===== src/ctrl_pkg.sv =====
// Package with register map, field positions and shared types for the control register bank
`default_nettype none
package ctrl_pkg;
	// ============================================================
	// Register addresses and reset values
	localparam logic [15:0] FILT_CTRL_ADDR = 16'h0001;
	localparam logic [15:0] CLK_CTRL_ADDR = 16'h0002;
	localparam logic [15:0] FILT_CTRL_RESET = 16'h001A;
	localparam logic [15:0] CLK_CTRL_RESET = 16'h009B;
	// ============================================================
	// Filter and readback control fields
	localparam int COEF_LOAD_ARM_BIT = 15;
	localparam int RD_OVR_BIT = 14;
	localparam int RD_GAIN_BIT = 13;
	localparam int RD_OFF_BIT = 12;
	localparam int RD_STAT_BIT = 11;
	localparam int ZERO_BIT = 10;
	localparam int SYNC_BIT = 9;
	localparam int TAP_HI = 8;
	localparam int TAP_LO = 5;
	localparam int FIR_USE_BIT = 4;
	localparam int ONE_BIT = 3;
	localparam int DECIM_HI = 2;
	localparam int DECIM_LO = 0;
	localparam logic [15:0] SELF_CLEAR_MASK = 16'hFE00;
	localparam logic [2:0] DECIM_MAX = 3'h5;
	// ============================================================
	// Clock and power control fields
	localparam int CLK_HALVE_N_BIT = 5;
	localparam int SLEEP_BIT = 3;
	localparam int ECONOMY_BIT = 2;
	localparam int CLK_ONE_BIT = 1;
	localparam int AMP_SLEEP_BIT = 0;
	localparam logic [15:0] CLK_CTRL_WMASK = 16'h002F;
	localparam logic [15:0] CLK_CTRL_FORCE = 16'h0002;
	localparam logic [15:0] FILT_CTRL_FORCE = 16'h0008;
	localparam logic [15:0] FILT_CTRL_CLEAR = 16'h0400;
	// ============================================================
	// Coefficient download: two words per coefficient plus checksum
	localparam logic [6:0] TAPS_PER_STEP = 7'h06;
	localparam logic [6:0] CHECKSUM_WORDS = 7'h01;
	// ============================================================
	// Read source selection
	typedef enum logic [2:0] {
		RSEL_CONV = 3'h0,
		RSEL_OVR = 3'h1,
		RSEL_GAIN = 3'h3,
		RSEL_OFF = 3'h2,
		RSEL_STAT = 3'h6
	} read_sel_type;
	// Device write-stream state
	typedef enum logic [1:0] {
		ST_ADDR = 2'h0,
		ST_DATA = 2'h1,
		ST_COEF = 2'h3
	} wr_state_type;
	// Host sequencing state
	typedef enum logic [1:0] {
		H_IDLE = 2'h0,
		H_ADDR = 2'h1,
		H_DATA = 2'h3
	} host_state_type;
endpackage
`default_nettype wire


===== src/ctrl_link_if.sv =====
// Interface carrying the 16-bit word stream and read strobe between host and device
`timescale 1ns/10ps
`default_nettype none
interface ctrl_link_if;
	logic wr_valid;
	logic [15:0] wr_word;
	logic rd_strobe;
	logic [15:0] rd_word;
	logic rd_valid;
	modport device (input wr_valid, input wr_word, input rd_strobe, output rd_word, output rd_valid);
	modport host (output wr_valid, output wr_word, output rd_strobe, input rd_word, input rd_valid);
endinterface
`default_nettype wire


===== src/ctrl_device.sv =====
// Device end: control register bank with word-stream decode and one-shot readback select
`timescale 1ns/10ps
`default_nettype none
// What this block does
// - Host arms download before sending coefficients
// - Host sets tap count with arm
// - Armed: following words are coefficients plus checksum
// - Bit 14 selects overrange threshold next read
// - Bit 13 selects gain next read
// - Bit 12 selects offset next read
// - Bit 11 selects status next read
// - Host writes zero to bit 10
// - Host writes one to bit 3
// - Bit 9 starts filter synchronisation
// - Simultaneous sync aligns filters across devices
// - Bit 4 zero bypasses FIR stage
// - Decimation zero bypasses, 1 to 5 give two power value, 6 and 7 give zero
// - Bits 15 to 9 self clear
// - Bit 5 chooses halved or full clock
// - Bit 3 powers whole converter down
// - Bit 2 enables reduced-power mode
// - Each write is address then data word
// - Host sets at most one select bit
// - Bit 0 powers down input amplifier
// - Host writes one to second register bit 1
module ctrl_device (
	// Clock and reset
	input wire logic mclk_i,
	input wire logic rstn_i,
	// Link
	ctrl_link_if.device link,
	// Readback sources
	input wire logic [15:0] conv_word_i,
	input wire logic [15:0] ovr_thresh_i,
	input wire logic [15:0] gain_i,
	input wire logic [15:0] offset_i,
	input wire logic [15:0] status_i,
	// Filter control
	output logic fir_stage_use_o,
	output logic [2:0] decim_sel_o,
	output logic decim_bypass_o,
	output logic [5:0] decim_ratio_o,
	output logic [3:0] tap_count_sel_o,
	output logic sync_pulse_o,
	output logic coef_valid_o,
	output logic [15:0] coef_word_o,
	output logic coef_checksum_o,
	output logic coef_busy_o,
	// Clock and power control
	output logic internal_clock_en_o,
	output logic sleep_ctrl_o,
	output logic economy_mode_o,
	output logic amp_sleep_o,
	// Register readback
	output logic [15:0] filt_ctrl_o,
	output logic [15:0] clk_ctrl_o
);
	// ============================================================
	// Stream decode
	ctrl_pkg::wr_state_type state_reg;
	logic [15:0] addr_reg;
	logic [6:0] coef_left_reg;
	logic [15:0] filt_ctrl_reg;
	logic [15:0] clk_ctrl_reg;
	logic [2:0] rsel_reg;
	logic div_reg;
	logic [15:0] wdata;
	logic wr_filt;
	logic wr_clk;
	logic [6:0] coef_words;

	assign wdata = link.wr_word;
	assign wr_filt = link.wr_valid && state_reg == ctrl_pkg::ST_DATA && addr_reg == ctrl_pkg::FILT_CTRL_ADDR;
	assign wr_clk = link.wr_valid && state_reg == ctrl_pkg::ST_DATA && addr_reg == ctrl_pkg::CLK_CTRL_ADDR;
	// Two words per coefficient, coefficients are six times the odd-coded half of tap count
	assign coef_words = 7'((({3'h0, wdata[ctrl_pkg::TAP_HI:ctrl_pkg::TAP_LO]} + 7'h01) >> 1)
		* ctrl_pkg::TAPS_PER_STEP * 7'h02) + ctrl_pkg::CHECKSUM_WORDS;

	always_ff @(posedge mclk_i or negedge rstn_i) begin
		if (!rstn_i) begin
			state_reg <= ctrl_pkg::ST_ADDR;
			addr_reg <= 16'h0000;
			coef_left_reg <= 7'h00;
		end else if (link.wr_valid) begin
			unique case (state_reg)
				ctrl_pkg::ST_ADDR: begin
					addr_reg <= wdata;
					state_reg <= ctrl_pkg::ST_DATA;
				end
				ctrl_pkg::ST_DATA: begin
					if (wr_filt && wdata[ctrl_pkg::COEF_LOAD_ARM_BIT]
						&& wdata[ctrl_pkg::TAP_HI:ctrl_pkg::TAP_LO] != 4'h0) begin
						coef_left_reg <= coef_words;
						state_reg <= ctrl_pkg::ST_COEF;
					end else begin
						state_reg <= ctrl_pkg::ST_ADDR;
					end
				end
				ctrl_pkg::ST_COEF: begin
					coef_left_reg <= coef_left_reg - 7'h01;
					if (coef_left_reg == 7'h01) begin
						state_reg <= ctrl_pkg::ST_ADDR;
					end
				end
				default: state_reg <= ctrl_pkg::ST_ADDR;
			endcase
		end
	end

	// Coefficient word out
	always_ff @(posedge mclk_i or negedge rstn_i) begin
		if (!rstn_i) begin
			coef_valid_o <= 1'b0;
			coef_checksum_o <= 1'b0;
			coef_word_o <= 16'h0000;
		end else begin
			coef_valid_o <= link.wr_valid && state_reg == ctrl_pkg::ST_COEF;
			coef_checksum_o <= link.wr_valid && state_reg == ctrl_pkg::ST_COEF && coef_left_reg == 7'h01;
			if (link.wr_valid && state_reg == ctrl_pkg::ST_COEF) begin
				coef_word_o <= wdata;
			end
		end
	end
	assign coef_busy_o = state_reg == ctrl_pkg::ST_COEF;

	// ============================================================
	// Registers
	always_ff @(posedge mclk_i or negedge rstn_i) begin
		if (!rstn_i) begin
			filt_ctrl_reg <= ctrl_pkg::FILT_CTRL_RESET;
			clk_ctrl_reg <= ctrl_pkg::CLK_CTRL_RESET;
			sync_pulse_o <= 1'b0;
		end else begin
			sync_pulse_o <= wr_filt && wdata[ctrl_pkg::SYNC_BIT];
			if (wr_filt) begin
				filt_ctrl_reg <= (wdata & ~ctrl_pkg::SELF_CLEAR_MASK & ~ctrl_pkg::FILT_CTRL_CLEAR)
					| ctrl_pkg::FILT_CTRL_FORCE;
			end
			if (wr_clk) begin
				clk_ctrl_reg <= (wdata & ctrl_pkg::CLK_CTRL_WMASK) | ctrl_pkg::CLK_CTRL_FORCE;
			end
		end
	end

	// One-shot read select
	always_ff @(posedge mclk_i or negedge rstn_i) begin
		if (!rstn_i) begin
			rsel_reg <= ctrl_pkg::RSEL_CONV;
		end else if (wr_filt) begin
			if (wdata[ctrl_pkg::RD_OVR_BIT]) begin
				rsel_reg <= ctrl_pkg::RSEL_OVR;
			end else if (wdata[ctrl_pkg::RD_GAIN_BIT]) begin
				rsel_reg <= ctrl_pkg::RSEL_GAIN;
			end else if (wdata[ctrl_pkg::RD_OFF_BIT]) begin
				rsel_reg <= ctrl_pkg::RSEL_OFF;
			end else if (wdata[ctrl_pkg::RD_STAT_BIT]) begin
				rsel_reg <= ctrl_pkg::RSEL_STAT;
			end else begin
				rsel_reg <= ctrl_pkg::RSEL_CONV;
			end
		end else if (link.rd_strobe) begin
			rsel_reg <= ctrl_pkg::RSEL_CONV;
		end
	end

	always_ff @(posedge mclk_i or negedge rstn_i) begin
		if (!rstn_i) begin
			link.rd_word <= 16'h0000;
			link.rd_valid <= 1'b0;
		end else begin
			link.rd_valid <= link.rd_strobe;
			if (link.rd_strobe) begin
				case (rsel_reg)
					ctrl_pkg::RSEL_OVR: link.rd_word <= ovr_thresh_i;
					ctrl_pkg::RSEL_GAIN: link.rd_word <= gain_i;
					ctrl_pkg::RSEL_OFF: link.rd_word <= offset_i;
					ctrl_pkg::RSEL_STAT: link.rd_word <= status_i;
					default: link.rd_word <= conv_word_i;
				endcase
			end
		end
	end

	// ============================================================
	// Internal clock enable
	always_ff @(posedge mclk_i or negedge rstn_i) begin
		if (!rstn_i) begin
			div_reg <= 1'b0;
		end else begin
			div_reg <= ~div_reg;
		end
	end
	assign internal_clock_en_o = clk_ctrl_reg[ctrl_pkg::CLK_HALVE_N_BIT] | div_reg;

	// Decoded controls
	assign fir_stage_use_o = filt_ctrl_reg[ctrl_pkg::FIR_USE_BIT];
	assign decim_sel_o = filt_ctrl_reg[ctrl_pkg::DECIM_HI:ctrl_pkg::DECIM_LO];
	assign decim_bypass_o = decim_sel_o == 3'h0;
	assign decim_ratio_o = (decim_sel_o > ctrl_pkg::DECIM_MAX) ? 6'h00 : 6'(6'h01 << decim_sel_o);
	assign tap_count_sel_o = filt_ctrl_reg[ctrl_pkg::TAP_HI:ctrl_pkg::TAP_LO];
	assign sleep_ctrl_o = clk_ctrl_reg[ctrl_pkg::SLEEP_BIT];
	assign economy_mode_o = clk_ctrl_reg[ctrl_pkg::ECONOMY_BIT];
	assign amp_sleep_o = clk_ctrl_reg[ctrl_pkg::AMP_SLEEP_BIT];
	assign filt_ctrl_o = filt_ctrl_reg;
	assign clk_ctrl_o = clk_ctrl_reg;
endmodule // ctrl_device
`default_nettype wire


===== src/flat_wrapper.sv =====
// flat-port wrapper written by rule: the top's interface ports become plain ports
module ctrl_device_flat 
  (mclk_i, rstn_i, conv_word_i, ovr_thresh_i, gain_i, offset_i, status_i, fir_stage_use_o, decim_sel_o, decim_bypass_o, decim_ratio_o, tap_count_sel_o, sync_pulse_o, coef_valid_o, coef_word_o, coef_checksum_o, coef_busy_o, internal_clock_en_o, sleep_ctrl_o, economy_mode_o, amp_sleep_o, filt_ctrl_o, clk_ctrl_o, link_wr_valid, link_wr_word, link_rd_strobe, link_rd_word, link_rd_valid);
  ctrl_link_if link_i ();
  input wire logic mclk_i;
  input wire logic rstn_i;
  input wire logic [15:0] conv_word_i;
  input wire logic [15:0] ovr_thresh_i;
  input wire logic [15:0] gain_i;
  input wire logic [15:0] offset_i;
  input wire logic [15:0] status_i;
  output logic fir_stage_use_o;
  output logic [2:0] decim_sel_o;
  output logic decim_bypass_o;
  output logic [5:0] decim_ratio_o;
  output logic [3:0] tap_count_sel_o;
  output logic sync_pulse_o;
  output logic coef_valid_o;
  output logic [15:0] coef_word_o;
  output logic coef_checksum_o;
  output logic coef_busy_o;
  output logic internal_clock_en_o;
  output logic sleep_ctrl_o;
  output logic economy_mode_o;
  output logic amp_sleep_o;
  output logic [15:0] filt_ctrl_o;
  output logic [15:0] clk_ctrl_o;
  input wire logic [$bits(link_i.wr_valid)-1:0] link_wr_valid;
  input wire logic [$bits(link_i.wr_word)-1:0] link_wr_word;
  input wire logic [$bits(link_i.rd_strobe)-1:0] link_rd_strobe;
  output wire logic [$bits(link_i.rd_word)-1:0] link_rd_word;
  output wire logic [$bits(link_i.rd_valid)-1:0] link_rd_valid;
  assign link_i.wr_valid = link_wr_valid;
  assign link_i.wr_word = link_wr_word;
  assign link_i.rd_strobe = link_rd_strobe;
  assign link_rd_word = link_i.rd_word;
  assign link_rd_valid = link_i.rd_valid;
  ctrl_device u_core (.mclk_i(mclk_i), .rstn_i(rstn_i), .link(link_i), .conv_word_i(conv_word_i), .ovr_thresh_i(ovr_thresh_i), .gain_i(gain_i), .offset_i(offset_i), .status_i(status_i), .fir_stage_use_o(fir_stage_use_o), .decim_sel_o(decim_sel_o), .decim_bypass_o(decim_bypass_o), .decim_ratio_o(decim_ratio_o), .tap_count_sel_o(tap_count_sel_o), .sync_pulse_o(sync_pulse_o), .coef_valid_o(coef_valid_o), .coef_word_o(coef_word_o), .coef_checksum_o(coef_checksum_o), .coef_busy_o(coef_busy_o), .internal_clock_en_o(internal_clock_en_o), .sleep_ctrl_o(sleep_ctrl_o), .economy_mode_o(economy_mode_o), .amp_sleep_o(amp_sleep_o), .filt_ctrl_o(filt_ctrl_o), .clk_ctrl_o(clk_ctrl_o));
endmodule

===== config.mk =====
export PLATFORM = sky130hd
export DESIGN_NAME = ctrl_device_flat
export DESIGN_NICKNAME = d
export VERILOG_FILES = /design/src/ctrl_pkg.sv /design/src/ctrl_link_if.sv /design/src/ctrl_device.sv /design/src/flat_wrapper.sv
export SDC_FILE = /design/constraint.sdc
export NUM_CORES = 1
export LEC_CHECK = 0
export BUFFER_PORTS_ARGS = -buffer_cell sky130_fd_sc_hd__buf_4
export CELL_PAD_IN_SITES_DETAIL_PLACEMENT = 1
export CELL_PAD_IN_SITES_GLOBAL_PLACEMENT = 1
export CORE_MARGIN = 1
export CORE_UTILIZATION = 38
export CTS_CLUSTER_DIAMETER = 40
export DETAILED_ROUTE_END_ITERATION = 6
export PLACE_DENSITY_LB_ADDON = 0.1
export SYNTH_ARGS = -nofsm -noshare
export SYNTH_HDL_FRONTEND = slang
export SYNTH_SLANG_ARGS = --single-unit

===== constraint.sdc =====
create_clock -name mclk_i -period 6 [get_ports mclk_i]
set_input_delay 1.2 -clock mclk_i [delete_from_list [all_inputs] [get_ports mclk_i]]
set_output_delay 1.2 -clock mclk_i [all_outputs]
set_load 0.05 [all_outputs]

# ---- After elaboration in Yosys (flattened, before gate mapping)
# Cells that the tools add are included.
# W data, S select, Z words.
dict set report word_totals {
  regBits 79
  latch_bits 0
  mem_bits_rw 0
  rom_bits 0
  input_bits 100
  output_inout_bits 88
  wordCells 61
  mem_count 0
}
dict set report op_classes {
  add_sub_neg 3
  n_mul 1
  n_div 0
  order_cmp 1
  eq_ne 11
  shift 1
  mux 13
  bitwise_logic 2
  n_reduce_logical 16
}
# operator count
set op_table {}
lappend op_table {{$pmux W16 S4} 1}
lappend op_table {{$mux W3} 6}
lappend op_table {{$eq A16 B1 Y1 const B} 1}
lappend op_table {{$eq A16 B2 Y1 const B} 1}
lappend op_table {{$pmux W7 S2} 1}
lappend op_table {{$logic_and A1 B1 Y1} 8}
lappend op_table {{$add A7 B1 Y7 const B} 1}
lappend op_table {{$eq A7 B1 Y1 const B} 1}
lappend op_table {{$mux W7} 1}
lappend op_table {{$sub A7 B1 Y7 const B} 1}
lappend op_table {{$eq A3 B2 Y1 const B} 2}
lappend op_table {{$mul A6 B2 Y5 const B} 1}
lappend op_table {{$mux W6} 1}
lappend op_table {{$pmux W2 S3} 1}
lappend op_table {{$shl A1 B3 Y6 const A} 1}
lappend op_table {{$add A4 B1 Y5 const B} 1}
lappend op_table {{$mux W2} 2}
lappend op_table {{$reduce_and A2 Y1} 2}
lappend op_table {{$reduce_bool A2 Y1} 2}
lappend op_table {{$reduce_bool A4 Y1} 1}
lappend op_table {{$eq A3 B1 Y1 const B} 1}
lappend op_table {{$eq A3 B3 Y1 const B} 1}
lappend op_table {{$gt A3 B3 Y1 const B} 1}
lappend op_table {{$logic_not A3 Y1} 1}
lappend op_table {{other kinds (8)} 8}

# ---- Logic depth before layout (Yosys ltp)
# Gate-level depths: netlist of run 1.
dict set report depth {
  ltp_word 7
  mapped_depth 9
  depth_no_buf 9
}

# ---- Worst setup path after synthesis of run 1
# OpenSTA, ideal clock, no wires.
dict set report synth_timing {
  path_kind {register to output}
  from {register u_core.filt_ctrl_reg[2] (netlist: u_core.filt_ctrl_o[2])}
  to {output port decim_ratio_o[4]}
  arrival_time_ns 1.957
  t_required_ns 4.800
  slack_ns 2.843
  path_stages_with_launch 2
  n_path_buf 0
  cell_sequence {dfrtp_1 nor3b_1}
}
dict set report synth_between {
  elab_chain_cells 2
  elab_cells_between_ends 3
  classes_between {1 x order compare; 1 x shift; 1 x mux}
}
# item line_no
set synth_lines {}
lappend synth_lines {{start: declaration} ctrl_device.sv:63} ;# logic [15:0] filt_ctrl_reg;
lappend synth_lines {{start signal: assignment} ctrl_device.sv:130} ;# filt_ctrl_reg <= ctrl_pkg::FILT_CTRL_RESET;
lappend synth_lines {{start signal: assignment} ctrl_device.sv:136} ;# filt_ctrl_reg <= (wdata & ~ctrl_pkg::SELF_CLEAR_MASK & ~ctrl_pkg::FILT_CTRL_CLEAR)
lappend synth_lines {{$gt A3 B3 Y1 / $shl A1 B3 Y6 (equally long branches)} ctrl_device.sv:199} ;# assign decim_ratio_o = (decim_sel_o > ctrl_pkg::DECIM_MAX) ? 6'h00 : 6'(6'h01 << decim_sel_o);
lappend synth_lines {{$mux W6 (*)} ctrl_device.sv:199}
lappend synth_lines {{end: declaration} flat_wrapper.sv:15} ;# output logic [5:0] decim_ratio_o;
# Mark *: on every way between the ends. The rest lies on a longest branch, timed or not.

# ---- Final worst setup path of run 1
dict set report layout_timing {
  from {register u_core.state_reg[0]}
  to {output port coef_busy_o}
}
dict set report layout_between {
  elab_chain_cells 1
}
# item line_no
set layout_lines {}
lappend layout_lines {{start: declaration} ctrl_device.sv:60} ;# ctrl_pkg::wr_state_type state_reg;
lappend layout_lines {{start signal: assignment} ctrl_device.sv:81} ;# state_reg <= ctrl_pkg::ST_ADDR;
lappend layout_lines {{start signal: assignment} ctrl_device.sv:88} ;# state_reg <= ctrl_pkg::ST_DATA;
lappend layout_lines {{start signal: assignment} ctrl_device.sv:94} ;# state_reg <= ctrl_pkg::ST_COEF;
lappend layout_lines {{$eq A2 B2 Y1} ctrl_device.sv:124} ;# assign coef_busy_o = state_reg == ctrl_pkg::ST_COEF;
lappend layout_lines {{end: declaration} flat_wrapper.sv:21} ;# output logic coef_busy_o;
# No other way between the ends.

==> flow_summary_export.csv, run 1 <==
group,metric,value,unit
final_layout,fin_util,51.9,%
placement,dp_cells,683,
clock_network,cts.clk_slew.worst_paths,0.08,ns
final_layout,final_cells,698,
clock_network,cts_resized,0,
timing,max_freq,351,MHz
timing,finClkSkew,0.0139,ns
global_route,grt-ovfl-total,0,
power,p_leak,2.73,nW
yosys,yosysMostFrequentCell,"dfrtp_1",
yosys,postSynthAreaPerCell,10.3,µm²
setup_path,setup.worst_path.class,"flop to output pin",
clock_network,numCtsBuffers,9,
clock_network,hold_buffers,0,
timing,rsz0062_at_grt,"false",
min_path,min_path_type,"flop to flop",
timing,fin_ws,3.15,ns
global_route,grt_pass1_wl,19.2,mm
clock_network,cts_max_level,3,
timing,period_share,47.5,%
routing,drc,0,
timing,worst_slew_pin_slew,1.22,ns
timing,slew_headroom,18.8,%
routing,firstDrtPassIters,4,
final_layout,final_nets,662,
timing,hold_violations,0,
yosys,synth-edff-count,0,
setup_path,worstPathMaxFanout,9,
yosys,yosysTopAreaCell,"dfrtp_1",
final_layout,antenna_cells,0,
yosys,synth_top_flop_cell,"dfrtp_1",
routing,drtAntennaViolNets,0,
final_layout,syn_to_final_growth,32.9,%
floorplan,rows,38,
power,p_per_area,224,nW/µm²
global_route,antenna_found_initial,0,
floorplan,die-area,11600,µm²
timing,setup_violations,0,
clock_network,clock_tree.root_cell,"clkbuf_8",
placement,gp_congestion,0.752,
final_layout,layout-drive-gt1-share,42.7,%
timing,setup-tns-final,0,ns
yosys,synthTopCellsByCount,"dfrtp_1 (73), mux2_2 (37), a21oi_1 (36)",
timing,fin_crit,2.85,ns
yosys,yosysWarnings,0,
yosys,ys_async_sr_fraction,100,%
yosys,ys_types,58,
floorplan,pin_count,188,
global_route,grt_pass1_vias,3756,
placement,hpwl,8.88,mm
setup_path,cp.required,4.80,ns
clock_network,cts_max_path_buffers,2,
setup_path,cp-end-kind,"output pin",
yosys,synth_area,4240,µm²
run,max-cap-violations,0,
setup_path,max_stage_delay,0.42,ns
setup_path,setup.worst_path.start_class,"flop",
setup_path,crit_chain,"nand2_1 > clkinv_1 > buf_4",
outcome,outcome,"completed",
yosys,yosysTopAreaCellShare,43.1,%
setup_path,worstPathArrival,1.65,ns
clock_network,clkLatencyLatePin,0.36,ns
clock_network,cts_setup_buffers,0,
power,peakVddDrop,0.000131,V
routing,wl_per_cell,17.5,µm
setup_path,slowest_stage,"dfrtp_1",
yosys,synth.area.top_cells,"dfrtp_1 (43%), mux2_2 (9.8%), a221oi_1 (5.6%)",
clock_network,cts.sinks,78,
power,finalPower,0.00126,W
global_route,grt_max_degree,79,
floorplan,chipHeight,108,µm
floorplan,die_w,108,µm
global_route,grt_util_all_layers,21.5,%
routing,vias,3693,
routing,vias_per_cell,5.29,
floorplan,core,10800,µm²
routing,wl,12.2,mm
placement,portBuffers,169,
yosys,ys_seq_elements,78,
floorplan,start_util,39.1,%
yosys,ys_seq_area_share,46.2,%
clock_network,cts_tree,"built",
routing,initialDrtViolationCount,124,
placement,preCtsSetupSlack,2.78,ns
yosys,netlist_instances,411,
timing,drv_slew,0,
placed cells by master, fill, tap and decap left out, types with 3 or more instances in the layout:
cell type  instances
nor3b_1            4
nor2_1            30
mux2_2            37
a31oi_1            5
dfstp_2            5
and3_1             3
o21ai_1            6
nand2_1           29
nor4_1             4
a21oi_1           36
conb_1            18
a22oi_1           14
o21ai_0            4
ha_1               7
nor2b_1            3
nand3b_1           5
dfrtp_1           73
buf_4            171
clkbuf_8          10
inv_1             12
nor3_1             8
a221oi_1          27
layer usage:
metal | GRT usage [%] | share of wire [%]
met5 | 0 | 0
met4 | 8.32 | 2.2
met3 | 3.57 | 4.0
met2 | 36.5 | 51
met1 | 27.2 | 43
worst paths after layout:
kind | cells after the start | to | start | slack (ns)
min | 1 | u_core.div_reg | u_core.div_reg | 0.42
min reg2reg | 1 | u_core.div_reg | u_core.div_reg | 0.42
min in group asynchronous | 1 | u_core.filt_ctrl_o[8] | rstn_i | 0.99
max | 3 | coef_busy_o | u_core.state_reg[0] | 3.15
max in group asynchronous | 1 | u_core.addr_reg[12] | rstn_i | 4.35
max reg2reg | 5 | u_core.link.rd_word[11] | u_core.rsel_reg[0] | 3.20
per-stage QoR:
step	hold slack [ns]	area [µm²]
2_1_floorplan	0.387	4300
3_3_place_gp	0.398	5420
3_5_place_dp	0.403	5420
4_1_cts	0.418	5630
5_1_grt	0.433	5630
6_report	0.416	5630
power breakdown:
group / internal, W / total (W) / leakage, nW / switching, W
clock: 0.000243 / 0.000432 / 0.105 / 0.000189
sequential: 0.000561 / 0.000588 / 0.976 / 0.0000261
combinational: 0.000103 / 0.000241 / 1.65 / 0.000138
total: 0.000908 / 0.00126 / 2.73 / 0.000352
critical path: cells and delay by family, from the launching register on:
| kind | cells | cell delay (ns) |
|---|---|---|
| buffers and inverters | 2 | 0.59 |
| DFF | 1 | 0.42 |
| and+or+nand+nor | 1 | 0.28 |
area by class of cell:
type	instances	area (µm²)
Tap cell	140	175
Inverter	13	48.8
Timing Repair Buffer	171	1280
Clock buffer	11	141
Multi-Input combinational cell	281	1950
Sequential cell	78	1960
Fill cell	1253	5210
Clock inverter	4	72.6
logic make-up after synthesis:
family | after synthesis | share of synthesized area, %
flip-flops | 78 | 46.2
adder cells (fa/ha/maj) | 8 | 2.54
multiplexers | 39 | 10.3
AO/OA/AOI/OAI | 107 | 17.2
other | 2 | 0.177
AND/OR/NAND/NOR | 105 | 13.5
buffers and inverters | 68 | 9.18
XOR/XNOR | 4 | 0.827
Note: power is estimated with default switching activity, not from simulation.
==> run 2: changes to the inputs <==
- ABC_AREA: not set -> 1
- CORE_UTILIZATION: 38 -> 30
- clock period: 6 -> 2.6 ns (I/O delays scaled with it)
==> run 2 against run 1 <==
Routed wire length rose by 10%. Non-clock buffer count up 2. Sequential cell count unchanged. Via count grew 12%. Setup slack got worse by 2.6 ns. Synthesized cell count grew 36%. First-iteration DRC count up 6.5%. Critical path depth stayed put. Largest cell class unchanged. Combinational power increased to 2.8 times the previous value. Final area is 5.6% higher. Count of clock-buffer cells in the layout is 1 lower. Hold slack got worse by 0.25 ns.
==> flow_summary_export.csv, run 2 <==
group,metric,value,unit
clock_network,cts.clk_slew.worst_paths,0.06,ns
yosys,synth-edff-count,0,
clock_network,cts_max_path_buffers,2,
yosys,ys_seq_area_share,44.8,%
routing,wl_per_cell,15.1,µm
yosys,yosysTopAreaCellShare,41.8,%
global_route,grt_max_degree,44,
floorplan,die_w,123,µm
setup_path,cp_top_family,"buffers and inverters",
timing,finClkSkew,0.00901,ns
final_layout,antenna_cells,0,
power,p_per_area,579,nW/µm²
timing,hold_violations,0,
setup_path,cp-end-kind,"output pin",
routing,met2_length,6.48,mm
timing,fin_crit,2.09,ns
floorplan,chipHeight,123,µm
outcome,outcome,"completed",
timing,period_share,80.3,%
setup_path,path_buf_inv,2,
clock_network,hold_buffers,0,
final_layout,regArea,1960,µm²
yosys,synthTopCellsByCount,"nand2_1 (90), dfrtp_1 (73), inv_1 (70)",
yosys,synth_top_flop_cell,"dfrtp_1",
global_route,antenna_found_initial,0,
yosys,synth.area.top_cells,"dfrtp_1 (42%), nand2_1 (7.7%), o21ai_0 (6.9%)",
yosys,yosysWarnings,0,
setup_path,worstPathMaxFanout,9,
final_layout,fill_cells,1721,
final_layout,mostFrequentLayoutCell,"buf_4",
timing,slew_headroom,48.2,%
routing,top_layer,"met4",
floorplan,start_util,31.1,%
timing,rsz0062_at_grt,"false",
run,max-cap-violations,0,
routing,firstDrtPassIters,4,
routing,drc,0,
power,peakVddDrop,0.000275,V
clock_network,cts_resized,0,
setup_path,setup.worst_path.start_class,"flop",
routing,drtAntennaViolNets,0,
placement,gp_congestion,0.812,
final_layout,multi_input_area,1830,µm²
yosys,ys_seq_elements,78,
setup_path,cp.required,2.08,ns
routing,vias_per_cell,4.66,
final_layout,layout-drive-gt1-share,30.5,%
floorplan,rows,43,
global_route,grt-ovfl-total,0,
power,p_leak,3.07,nW
clock_network,cts_max_level,3,
setup_path,worstPathArrival,1.57,ns
yosys,ys_async_sr_fraction,100,%
clock_network,cts.sinks,78,
clock_network,clkLatencyLatePin,0.33,ns
min_path,min_path_type,"input pin to asynchronous set/reset pin",
global_route,grt_util_all_layers,18.3,%
final_layout,final_cell_mix,"buf_4 (172), nand2_1 (90), dfrtp_1 (73)",
final_layout,design_area,5950,µm²
final_layout,syn_to_final_growth,36.1,%
global_route,grt_pass1_wl,21.3,mm
global_route,grt_pass1_vias,4192,
placement,hpwl,10.2,mm
clock_network,cts_setup_buffers,0,
clock_network,cts_tree,"built",
routing,dr_wl_met3,819,µm
yosys,ys_types,34,
timing,max_freq,479,MHz
placement,placed_area,5610,µm²
yosys,netlist_instances,557,
setup_path,slowest_stage,"dfrtp_1",
timing,setup_violations,0,
timing,worst_slew_pin_slew,0.776,ns
timing,drv_slew,0,
power,finalPower,0.00344,W
routing,initialDrtViolationCount,132,
floorplan,die-area,15100,µm²
clock_network,clock_tree.root_cell,"clkbuf_16",
final_layout,final_nets,814,
floorplan,pin_count,188,
setup_path,crit_chain,"nand2_2 > clkinv_1 > buf_4",
yosys,synth_area,4370,µm²
setup_path,setup.worst_path.class,"flop to output pin",
routing,wl,13.5,mm
clock_network,numCtsBuffers,9,
timing,setup-tns-final,0,ns
routing,wl_met1,5.97,mm
routing,vias,4150,
yosys,postSynthAreaPerCell,7.84,µm²
yosys,yosysMostFrequentCell,"nand2_1",
yosys,yosysTopAreaCell,"dfrtp_1",
floorplan,core,14000,µm²
setup_path,max_stage_delay,0.45,ns
placement,portBuffers,169,
-- run 2: cell types whose count changed in the layout (fill, tap and decap cells not counted), moves of 14 or more --
cell / change
mux2_2: -37
nor2_1: +21
nand3_1: +55
inv_1: +58
a221oi_1: -27
nand2_1: +61
a22oi_1: -14
o21ai_0: +56
-- run 2: area by class of cell --
type	count	area share, %
Inverter	76	4.80
Clock inverter	6	1.58
Tap cell	180	3.79
Timing Repair Buffer	173	22.0
Sequential cell	78	32.9
Multi-Input combinational cell	368	30.8
Clock buffer	10	4.02
-- run 2: worst paths after layout --
check	slack [ns]	cells after the start	endpoint	startpoint
max reg2reg	0.77	6	u_core.rsel_reg[1]	u_core.addr_reg[9]
min in group mclk_i	0.42	1	u_core.div_reg	u_core.div_reg
max	0.51	3	coef_busy_o	u_core.state_reg[0]
max in group asynchronous	1.75	2	u_core.filt_ctrl_o[4]	rstn_i
min	0.17	1	u_core.clk_ctrl_o[2]	rstn_i
min reg2reg	0.42	1	u_core.div_reg	u_core.div_reg
-- run 2: logic make-up after synthesis --
group | after synthesis | synth area share (%)
compound gates | 115 | 14.3
fa+ha+maj | 8 | 2.46
buf+inv | 127 | 14.6
flops | 78 | 44.8
xor+xnor | 4 | 0.802
simple gates | 223 | 22.9
other cells | 2 | 0.172
-- run 2: layer usage --
metal,up-vias,global-route usage [%]
li1,2049,-
met2,132,31.7
met4,0,5.56
met3,15,3.44
met1,1954,22.9
met5,-,0
-- run 2: per-stage QoR --
step	setup WS, ns	std cells	hold slack [ns]	utilization [%]
floorplan	0.128	573	0.224	-
global placement	0.424	875	0.399	40.0
global route	0.431	891	0.198	42.4
detailed placement	0.364	875	0.412	40.0
finish	0.513	891	0.168	42.4
CTS	0.514	891	0.183	42.4
-- run 2: power breakdown --
group | internal [W] | switching [W] | total (W)
Clock | 0.000875 | 0.000506 | 0.00138
Combinational | 0.000246 | 0.000440 | 0.000685
Sequential | 0.00131 | 0.0000629 | 0.00137
Total | 0.00243 | 0.00101 | 0.00344
